### src/rtl/sbpr_pkg.sv
// Shared constants for the sixteen-bit serial/parallel shift register
`default_nettype none
package sbpr_pkg;
    // ******************************************
    // Widths and depths
    // ******************************************
    localparam int STAGE_W    = 16;
    localparam int FIFO_DEPTH = 32;
    localparam int CNT_W      = 4;
    localparam int SYNC_W     = 20;
    // ******************************************
    // Field positions in the synchronised pin vector
    // ******************************************
    localparam int PIN_CS     = 19;
    localparam int PIN_MODE   = 18;
    localparam int PIN_CP     = 17;
    localparam int PIN_SI     = 16;
    // ******************************************
    // Counts and values after reset
    // ******************************************
    localparam logic [CNT_W-1:0]   LAST_BIT    = 4'hF;
    localparam logic [CNT_W-1:0]   CNT_RST     = 4'h0;
    localparam logic [STAGE_W-1:0] STAGE_RST   = 16'h0000;
    // Clock pin taken as low out of reset: a pin parked low gives no false fall
    localparam logic [SYNC_W-1:0]  SYNC_RST    = 20'hC0000;
    localparam logic               CP_LVL_RST  = 1'b0;
endpackage
`default_nettype wire

### src/rtl/sbpr_fifo.sv
// Word FIFO with registered output stage and back-pressure
`default_nettype none
module sbpr_fifo #(
    parameter int W     = 16,
    parameter int DEPTH = 32
) (
    // Clock and reset
    input  wire logic         clk,
    input  wire logic         arst_n,
    // Filling side
    input  wire logic         in_valid,
    input  wire logic [W-1:0] in_data,
    output var  logic         in_ready,
    // Draining side
    output var  logic         out_valid,
    output var  logic [W-1:0] out_data,
    input  wire logic         out_ready
);
    localparam int AW = $clog2(DEPTH);

    logic [W-1:0]  mem [DEPTH];
    logic [AW-1:0] wr_q;
    logic [AW-1:0] rd_q;
    logic [AW:0]   cnt_q;
    logic [AW:0]   cnt_d;
    logic          push;
    logic          pop;

    assign push = in_valid && in_ready;
    assign pop  = (cnt_q != '0) && (!out_valid || out_ready);

    always_comb begin
        cnt_d = cnt_q;
        if (push && !pop) begin
            cnt_d = cnt_q + 1'b1;
        end else if (pop && !push) begin
            cnt_d = cnt_q - 1'b1;
        end
    end

    // ******************************************
    // Storage
    // ******************************************
    always_ff @(posedge clk) begin
        if (push) begin
            mem[wr_q] <= in_data;
        end
    end

    always_ff @(posedge clk or negedge arst_n) begin
        if (!arst_n) begin
            wr_q     <= '0;
            rd_q     <= '0;
            cnt_q    <= '0;
            in_ready <= 1'b1;
        end else begin
            if (push) begin
                wr_q <= (wr_q == AW'(DEPTH - 1)) ? '0 : wr_q + 1'b1;
            end
            if (pop) begin
                rd_q <= (rd_q == AW'(DEPTH - 1)) ? '0 : rd_q + 1'b1;
            end
            cnt_q    <= cnt_d;
            in_ready <= (cnt_d < (AW + 1)'(DEPTH));
        end
    end

    // ******************************************
    // Output stage
    // ******************************************
    always_ff @(posedge clk or negedge arst_n) begin
        if (!arst_n) begin
            out_valid <= 1'b0;
            out_data  <= '0;
        end else if (pop) begin
            out_valid <= 1'b1;
            out_data  <= mem[rd_q];
        end else if (out_ready) begin
            out_valid <= 1'b0;
        end
    end
endmodule
`default_nettype wire

### src/rtl/sbpr_shift_reg.sv
// Sixteen-bit serial/parallel-in, serial-out shift register core
`default_nettype none
// Contract
// [RULE_01] With chip select high, clock edges are ignored and all sixteen stages hold.
// [RULE_02] Chip select low, mode low: each clock fall shifts serial input into stage 0 onward.
// [RULE_03] Chip select low, mode high: each clock fall loads all sixteen parallel inputs.
// [RULE_04] The serial output always shows stage 15, so data leaves most significant first.
// [RULE_05] The controller keeps the clock low whenever it raises chip select; the model starts with cp high and pulses cp while deselected in the hold test.
// [RULE_06] With no reset pin, contents are undefined until a load or sixteen shifts.
module sbpr_shift_reg
    import sbpr_pkg::*;
#(
    parameter int WORD_W = STAGE_W,
    parameter int DEPTH  = FIFO_DEPTH
) (
    // Clock and reset
    input  wire logic              ref_clk,
    input  wire logic              arst_n,
    // Device pins
    input  wire logic              cs_n,
    input  wire logic              mode,
    input  wire logic              cp,
    input  wire logic              serial_in,
    input  wire logic [WORD_W-1:0] parallel_in,
    output var  logic              serial_out,
    // Status
    output var  logic              stage_valid_q,
    output var  logic              overflow_q,
    output var  logic              capture_ready,
    // Captured word stream
    output var  logic              word_valid,
    output var  logic [WORD_W-1:0] word_data,
    input  wire logic              word_ready
);
    logic [SYNC_W-1:0] sync1_q;
    logic [SYNC_W-1:0] sync2_q;
    logic [SYNC_W-1:0] sync3_q;
    logic              cp_lvl_q;
    logic              cp_agree;
    logic              fall_ev;
    logic              shift_ev;
    logic              load_ev;
    logic              word_done;
    logic [WORD_W-1:0] stage_q;
    logic [WORD_W-1:0] stage_d;
    logic [CNT_W-1:0]  bit_cnt_q;
    logic              cap_valid_q;
    logic [WORD_W-1:0] cap_data_q;

    // ******************************************
    // Pin synchronisers
    // ******************************************
    always_ff @(posedge ref_clk or negedge arst_n) begin
        if (!arst_n) begin
            sync1_q <= SYNC_RST;
            sync2_q <= SYNC_RST;
            sync3_q <= SYNC_RST;
        end else begin
            sync1_q <= {cs_n, mode, cp, serial_in, parallel_in};
            sync2_q <= sync1_q;
            sync3_q <= sync2_q;
        end
    end

    assign cp_agree = (sync2_q[PIN_CP] == sync3_q[PIN_CP]);

    always_ff @(posedge ref_clk or negedge arst_n) begin
        if (!arst_n) begin
            cp_lvl_q <= CP_LVL_RST;
        end else if (cp_agree) begin
            cp_lvl_q <= sync3_q[PIN_CP];
        end
    end

    // ******************************************
    // Clock fall decode
    // ******************************************
    assign fall_ev   = cp_lvl_q && cp_agree && !sync3_q[PIN_CP];
    assign shift_ev  = fall_ev && !sync3_q[PIN_CS] && !sync3_q[PIN_MODE]; // RULE_01
    assign load_ev   = fall_ev && !sync3_q[PIN_CS] && sync3_q[PIN_MODE];  // RULE_01
    assign word_done = shift_ev && (bit_cnt_q == LAST_BIT);

    always_comb begin
        stage_d = stage_q;
        if (load_ev) begin
            stage_d = sync3_q[WORD_W-1:0]; // RULE_03
        end else if (shift_ev) begin
            stage_d = {stage_q[WORD_W-2:0], sync3_q[PIN_SI]}; // RULE_02
        end
    end

    // ******************************************
    // Register stages
    // ******************************************
    always_ff @(posedge ref_clk or negedge arst_n) begin
        if (!arst_n) begin
            stage_q <= STAGE_RST;
        end else begin
            stage_q <= stage_d;
        end
    end

    assign serial_out = stage_q[WORD_W-1]; // RULE_04

    always_ff @(posedge ref_clk or negedge arst_n) begin
        if (!arst_n) begin
            bit_cnt_q     <= CNT_RST;
            stage_valid_q <= 1'b0;
        end else begin
            if (load_ev) begin
                bit_cnt_q <= CNT_RST;
            end else if (shift_ev) begin
                bit_cnt_q <= bit_cnt_q + 1'b1;
            end
            if (load_ev || word_done) begin
                stage_valid_q <= 1'b1; // RULE_06
            end
        end
    end

    // ******************************************
    // Word capture into FIFO
    // ******************************************
    always_ff @(posedge ref_clk or negedge arst_n) begin
        if (!arst_n) begin
            cap_valid_q <= 1'b0;
            cap_data_q  <= STAGE_RST;
            overflow_q  <= 1'b0;
        end else begin
            cap_valid_q <= word_done;
            if (word_done) begin
                cap_data_q <= stage_d;
            end
            if (cap_valid_q && !capture_ready) begin
                overflow_q <= 1'b1;
            end
        end
    end

    sbpr_fifo #(
        .W     (WORD_W),
        .DEPTH (DEPTH)
    ) i_sbpr_fifo (
        .clk       (ref_clk),
        .arst_n    (arst_n),
        .in_valid  (cap_valid_q),
        .in_data   (cap_data_q),
        .in_ready  (capture_ready),
        .out_valid (word_valid),
        .out_data  (word_data),
        .out_ready (word_ready)
    );

    // ******************************************
    // Assertions
    // ******************************************
    a_hold_freeze: assert property (@(posedge ref_clk) disable iff (!arst_n) // RULE_01
        (sync3_q[PIN_CS] || !fall_ev) |=> $stable(stage_q))
        else $error("Stages changed without a selected clock fall");

    a_shift_move: assert property (@(posedge ref_clk) disable iff (!arst_n) // RULE_02
        shift_ev |=> stage_q == {$past(stage_q[WORD_W-2:0]), $past(sync3_q[PIN_SI])})
        else $error("Shift did not move stages toward stage 15");

    a_load_word: assert property (@(posedge ref_clk) disable iff (!arst_n) // RULE_03
        load_ev |=> stage_q == $past(sync3_q[WORD_W-1:0]))
        else $error("Parallel load did not copy all inputs");

    a_out_msb: assert property (@(posedge ref_clk) disable iff (!arst_n) // RULE_04
        load_ev |=> serial_out == $past(sync3_q[WORD_W-1]))
        else $error("Serial output does not show top stage after load");

    a_valid_track: assert property (@(posedge ref_clk) disable iff (!arst_n) // RULE_06
        (load_ev || word_done) |=> stage_valid_q ##1 stage_valid_q)
        else $error("Contents not marked defined after load or full shift");

    a_fall_single: assert property (@(posedge ref_clk) disable iff (!arst_n) // RULE_02
        fall_ev |=> !fall_ev)
        else $error("One clock fall was decoded twice");

    a_hold_cs: assert property (@(posedge ref_clk) disable iff (!arst_n) // RULE_01
        sync3_q[PIN_CS] |=> $stable(stage_q) && $stable(bit_cnt_q))
        else $error("Stages or bit count moved while deselected");

    a_shift_count: assert property (@(posedge ref_clk) disable iff (!arst_n) // RULE_02
        shift_ev |=> bit_cnt_q == $past(bit_cnt_q) + 1'b1)
        else $error("Shift did not advance the bit count");

    a_load_count: assert property (@(posedge ref_clk) disable iff (!arst_n) // RULE_03
        load_ev |=> bit_cnt_q == CNT_RST)
        else $error("Parallel load did not restart the bit count");

    a_serial_top: assert property (@(posedge ref_clk) disable iff (!arst_n) // RULE_04
        serial_out == stage_q[WORD_W-1])
        else $error("Serial output differs from stage 15");

    a_valid_sticky: assert property (@(posedge ref_clk) disable iff (!arst_n) // RULE_06
        stage_valid_q |=> stage_valid_q)
        else $error("Defined-contents flag dropped without reset");

    // ******************************************
    // Word stream checks
    // ******************************************
    a_word_capture: assert property (@(posedge ref_clk) disable iff (!arst_n) // RULE_02
        word_done |=> cap_valid_q && (cap_data_q == stage_q))
        else $error("Captured word differs from stages after sixteenth shift");

    a_word_hold: assert property (@(posedge ref_clk) disable iff (!arst_n)
        (word_valid && !word_ready) |=> word_valid && $stable(word_data))
        else $error("Word changed or vanished before it was taken");

    a_drop_flag: assert property (@(posedge ref_clk) disable iff (!arst_n)
        (cap_valid_q && !capture_ready) |=> overflow_q)
        else $error("Dropped word did not raise the overflow flag");

    a_overflow_sticky: assert property (@(posedge ref_clk) disable iff (!arst_n)
        overflow_q |=> overflow_q)
        else $error("Overflow flag cleared without reset");

    c_shift: cover property (@(posedge ref_clk) disable iff (!arst_n) shift_ev);
    c_load: cover property (@(posedge ref_clk) disable iff (!arst_n) load_ev);
    c_hold: cover property (@(posedge ref_clk) disable iff (!arst_n)
        fall_ev && sync3_q[PIN_CS]);
    c_word: cover property (@(posedge ref_clk) disable iff (!arst_n) word_valid && word_ready);
    c_overflow: cover property (@(posedge ref_clk) disable iff (!arst_n) $rose(overflow_q));
endmodule
`default_nettype wire

### config.mk
export PLATFORM = sky130hd
export DESIGN_NAME = sbpr_shift_reg
export DESIGN_NICKNAME = d
export VERILOG_FILES = /design/src/rtl/sbpr_pkg.sv /design/src/rtl/sbpr_fifo.sv /design/src/rtl/sbpr_shift_reg.sv
export SDC_FILE = /design/constraint.sdc
export NUM_CORES = 1
export LEC_CHECK = 0
export BUFFER_PORTS_ARGS = -buffer_cell sky130_fd_sc_hd__buf_4
export CORE_MARGIN = 3
export CORE_UTILIZATION = 40
export CTS_CLUSTER_DIAMETER = 200
export CTS_CLUSTER_SIZE = 10
export DETAILED_ROUTE_END_ITERATION = 12
export GPL_ROUTABILITY_DRIVEN = 0
export PLACE_DENSITY = 0.62
export SLEW_MARGIN = 10
export SYNTH_ARGS = -nofsm -noshare
export SYNTH_HDL_FRONTEND = slang
export SYNTH_SLANG_ARGS = --single-unit
### constraint.sdc
create_clock -name ref_clk -period 3.4 [get_ports ref_clk]
set_input_delay 0.17 -clock ref_clk [delete_from_list [all_inputs] [get_ports ref_clk]]
set_output_delay 0.17 -clock ref_clk [all_outputs]
set_load 0.05 [all_outputs]
# == Word-level counts from Yosys, hierarchy flattened ==
# Memory sizes are Yosys's and may differ from the RTL's. A register that Yosys moved wholly into a read port is not among the register bits.
# Index checks and enable logic that the tools add are counted.
# word_totals
ramBits,512
input_bits,23
regBits,118
word_cells,62
output_inout_bits,21
memories,1
# classes
magnitude_cmp,1
eq_ne,4
add_sub_neg,5
mux,12
reduce_logical,24
# mem_list
name,words,width,read_ports,rd_clocked_by_memory_dff,wr,line_no,text
i_sbpr_fifo.mem,32,16,1,1,1,sbpr_fifo.sv:21,logic [W-1:0] mem [DEPTH];
# ops
operator,n
two-way mux 16 bit,2
two-way mux 6 bit,2
logical AND 1 bit,11
"adder 5 x 1 -> 5 bit, second input constant",2
"equality test 5 bit, second input constant",2
two-way mux 5 bit,2
zero test 1 bit,8
two-way mux 4 bit,2
"adder 6 x 1 -> 6 bit, second input constant",1
"< comparator 6 bit, second input constant",1
nonzero test 6 bit,1
"subtractor 6 x 1 -> 6 bit, second input constant",1
"adder 4 x 1 -> 4 bit, second input constant",1
"equality test 4 bit, second input constant",1
two-way mux 1 bit,4
nonzero test 2 bit,2
logical OR 1 bit,2
equality test 1 bit,1

# == Depth between registers and ports, before layout ==
# logic_depth
ltp_word,7
depth_mapped,10
mapped_depth_nobuf,9

# == By module ==
# A second synthesis with hierarchy kept.
# hier_totals
hier_cells,1431
area_unflattened_um2,24967.7
# by_module_without_submodules
module,cells_per_inst,n_inst,seq_area_each_um2,area_per_inst_um2
sbpr_fifo,1235,1,16226.8,21758.4
sbpr_shift_reg,196,1,2509.9,3209.3

# == Worst setup path after synthesis ==
# OpenSTA, ideal clock, no wires.
# synth_timing
kind,flip-flop to flip-flop
start,reg i_sbpr_fifo.out_valid
end,reg (tool-made name)
arrival_ns,2.258
stages_incl_launch_ff,9
synth_period_minus_slack_ns,2.378
required_time_ns,3.280
path_buffers,2
setup_time_ns,0.120
slack_ns,1.022
cell_sequence,dfrtp_1 -> nand2b_1 -> a21bo_2 -> clkbuf_1 -> ha_1 -> clkbuf_1 -> nand2b_1 -> o221ai_1 -> a31o_2
# synth_rtl
item,line_no,text
"start, declared",sbpr_fifo.sv:15,"output var logic out_valid,"
"start signal, assigned",sbpr_fifo.sv:73,out_valid <= 1'b0;
"start signal, assigned",sbpr_fifo.sv:76,out_valid <= 1'b1;
"start signal, assigned",sbpr_fifo.sv:79,out_valid <= 1'b0;

==> impl_metrics.csv <==
group,metric,value,unit
setup_path,cp.required,3.88,ns
clocking,clk-insertion-delay-late,0.60,ns
timing,rsz0062_at_grt,"no",
timing,final_max_slew_viol_count,0,
clocking,cts-root-buf,"clkbuf_16",
logic_synthesis,syn_inst,1360,
job,cap_violations,0,
setup_path,cp-end-kind,"flop",
route,drc,0,
finish,num-fill-cells,5155,
clocking,cts_tree,"yes",
finish,area_growth_syn_to_layout,15.8,%
clocking,cts_buffer_depth,3,
finish,multiInputGateArea,0.00545,mm2
clocking,path_clk_slew,0.06,ns
logic_synthesis,synth_ff_type,"edfxtp_1",
logic_synthesis,synth_area_leaders,"edfxtp_1 (63%), dfrtp_1 (13%), mux2i_1 (7.2%)",
clocking,htreeDepth,3,
route,drt_iter0_markers,1064,
power,total_power,16.5,mW
power,ir_worst_vdd,0.000438,V
logic_synthesis,yosys_warnings,0,
clocking,cts.repair.resized,0,
clocking,cts_buffers,74,
global_routing,antenna_found_initial,1,
route,drt-vias-per-instance,5.43,
logic_synthesis,synthArstFlopShare,20.7,%
logic_synthesis,synth_most_common_cell,"edfxtp_1",
floorplan,die_h,254,um
hold_path,hp-class,"primary input to async pin",
timing,hold_violations,0,
timing,worstMarginPinSlew,1.22,ns
global_routing,grt_pass1_wl,82700,um
floorplan,io_pins,44,
logic_synthesis,synth_area,0.0246,mm2
placed_design,io_buffer_count,43,
logic_synthesis,synth_seq_cells,646,
power,p_leak,9.58,nW
global_routing,track_usage,17.5,%
global_routing,grt_max_degree,98,
finish,postLayoutCellArea,0.0284,mm2
setup_path,start_kind,"flop",
floorplan,std_cell_rows,90,
logic_synthesis,synth_area_leader_cell,"edfxtp_1",
logic_synthesis,synth_top_area_share,62.6,%
timing,period_minus_slack,2.70,ns
status,status,"finished clean",
timing,fmax,371,MHz
timing,min_period_over_period,79.3,%
logic_synthesis,ys_types,51,
floorplan,core_area,0.0606,mm2
finish,ff_latch_area,0.0187,mm2
global_routing,grt_overflow,0,
floorplan,die_area,0.0644,mm2
timing,slew_headroom,18.3,%
route,drtPass1Iterations,6,
placed_design,place_inst,2173,
route,wirelength,55300,um
finish,fin_cells,2327,
timing,setup_viol,0,
logic_synthesis,syn_nets,1396,
setup_path,cp_data_arrival_time,3.18,ns
finish,drive_above_1_share,17.9,%
power,power.density,579,mW/mm2
placed_design,hpwl,32400,um
setup_path,critPathKind,"flop to flop",
route,post_drt_wl_per_cell,23.8,um
finish,nets,1525,
logic_synthesis,yosysSeqAreaShare,76.3,%
timing,hold_ws,0.218,ns
route,antenna_left,0,
timing,fin_skew,0.0173,ns
logic_synthesis,synth_edf_count,512,
timing,fin_tns_setup,0,ns
floorplan,die_w,254,um
logic_synthesis,synth_area_per_cell,18.1,um2
clocking,cts.sinks,646,
global_routing,grt_pass1_vias,12872,
floorplan,start_util,40.5,%
placed_design,dpl-instance-area,0.0261,mm2
logic_synthesis,synthTopCellsByCount,"edfxtp_1 (512), mux2i_1 (176), dfrtp_1 (127)",
route,num_vias,12643,
setup_path,critical_path.max_fanout,23,
==> critical path: stages, from the launching register on <==
cell and delay [ns]:
dfrtp_1 0.42, nor4_1 0.43, a21bo_2 0.21, buf_4 0.32, ha_1 0.43, nor2b_1 0.15, a221o_1 0.37, a31o_2 0.25
==> flip-flops by register name (all words and copies together), names as in the netlist, named ones only <==
| signal | cells |
|---|---|
| bit_cnt_q | 4 |
| cap_data_q | 16 |
| cap_valid_q | 1 |
| cp_lvl_q | 1 |
| i_sbpr_fifo.cnt_q | 5 |
| i_sbpr_fifo.in_ready | 1 |
| i_sbpr_fifo.mem | 512 |
| i_sbpr_fifo.out_data | 16 |
| i_sbpr_fifo.out_valid | 1 |
| i_sbpr_fifo.rd_q | 5 |
| i_sbpr_fifo.wr_q | 5 |
| overflow_q | 1 |
| stage_q | 16 |
| stage_valid_q | 1 |
| sync1_q | 20 |
| sync2_q | 20 |
| sync3_q | 20 |
==> power by group <==
part	internal, mW	switching [mW]
combinational	0.284	0.403
sequential	8.56	0.0896
clock	4.17	2.96
total	13.0	3.45
==> what timing repair did <==
item                                   CTS  global route
hold buffers                            22             0
endpoints found under the hold margin  110             0
buffers inserted                         0             0
==> cells by family after synthesis <==
family | share of synthesized area [%]
flops | 76.3
fa+ha+maj | 0.703
compound gates | 5.38
buf+inv | 1.62
mux | 12.5
simple gates | 3.52
==> metrics by stage <==
step	setup WS [ns]	util, %
finish	0.702	46.9
global route	0.562	46.9
CTS	0.735	46.9
detailed placement	0.775	43.0
global placement	0.827	43.0
floorplan	1.02	-
==> cell type report <==
| cell class | instances | area share, % |
|---|---|---|
| Sequential cell | 646 | 65.9 |
| Multi-Input combinational cell | 630 | 19.2 |
| Clock buffer | 125 | 7.33 |
| Timing Repair Buffer | 126 | 3.75 |
| Tap cell | 782 | 3.44 |
| Clock inverter | 6 | 0.238 |
| Inverter | 11 | 0.163 |
| Antenna cell | 1 | 0.00880 |
==> cell usage in the layout, fill, tap and decap left out, types with 3 or more instances in the layout <==
master | netlist | final
ha_1 | 13 | 13
o31ai_1 | 3 | 3
dfrtp_2 | 0 | 5
dfstp_2 | 7 | 7
or3_1 | 5 | 5
dlygate4sd3_1 | 0 | 22
o22ai_1 | 17 | 17
nor3_1 | 4 | 4
o21ai_0 | 27 | 27
mux2i_1 | 176 | 176
and3_1 | 3 | 3
and2_1 | 3 | 3
clkbuf_16 | 0 | 76
nand3_1 | 22 | 22
mux2_4 | 9 | 9
buf_12 | 1 | 5
buf_4 | 10 | 98
a21oi_1 | 42 | 42
mux2_2 | 8 | 8
mux4_2 | 48 | 48
a22oi_1 | 81 | 81
inv_6 | 0 | 4
nand2b_1 | 19 | 19
nand3b_1 | 7 | 7
clkbuf_1 | 41 | 49
dfrtp_1 | 127 | 121
inv_1 | 9 | 9
edfxtp_1 | 512 | 512
nand2_1 | 58 | 58
o41ai_1 | 16 | 16
nor2_1 | 44 | 43
==> layer usage <==
| layer | up-vias | global-route usage [%] | part of all wire (%) |
|---|---|---|---|
| li1 | 5635 | - | - |
| met1 | 6488 | 23.9 | 43 |
| met2 | 429 | 28.0 | 48 |
| met3 | 89 | 3.79 | 6.1 |
| met4 | 2 | 5.83 | 3.0 |
| met5 | - | 0 | 0.022 |
==> path summary, 6_finish.rpt <==
| path | startpoint | endpoint | slack (ns) | depth (start not counted) |
|---|---|---|---|---|
| max | flop | flop | 0.70 | 7 |
| min | arst_n | sync1_q[5]$_DFF_PN0_ | 0.22 | 2 |
| max reg2reg | flop | flop | 0.70 | 7 |
| min reg2reg | sync2_q[6]$_DFF_PN0_ | sync3_q[6]$_DFF_PN0_ | 0.34 | 0 |
| max in group asynchronous | arst_n | i_sbpr_fifo.rd_q[0]$_DFFE_PN0P_ | 2.36 | 2 |
| min in group ref_clk | parallel_in[13] | sync1_q[13]$_DFF_PN0_ | 0.22 | 2 |
No activity file was read; power rests on OpenSTA's default activity.
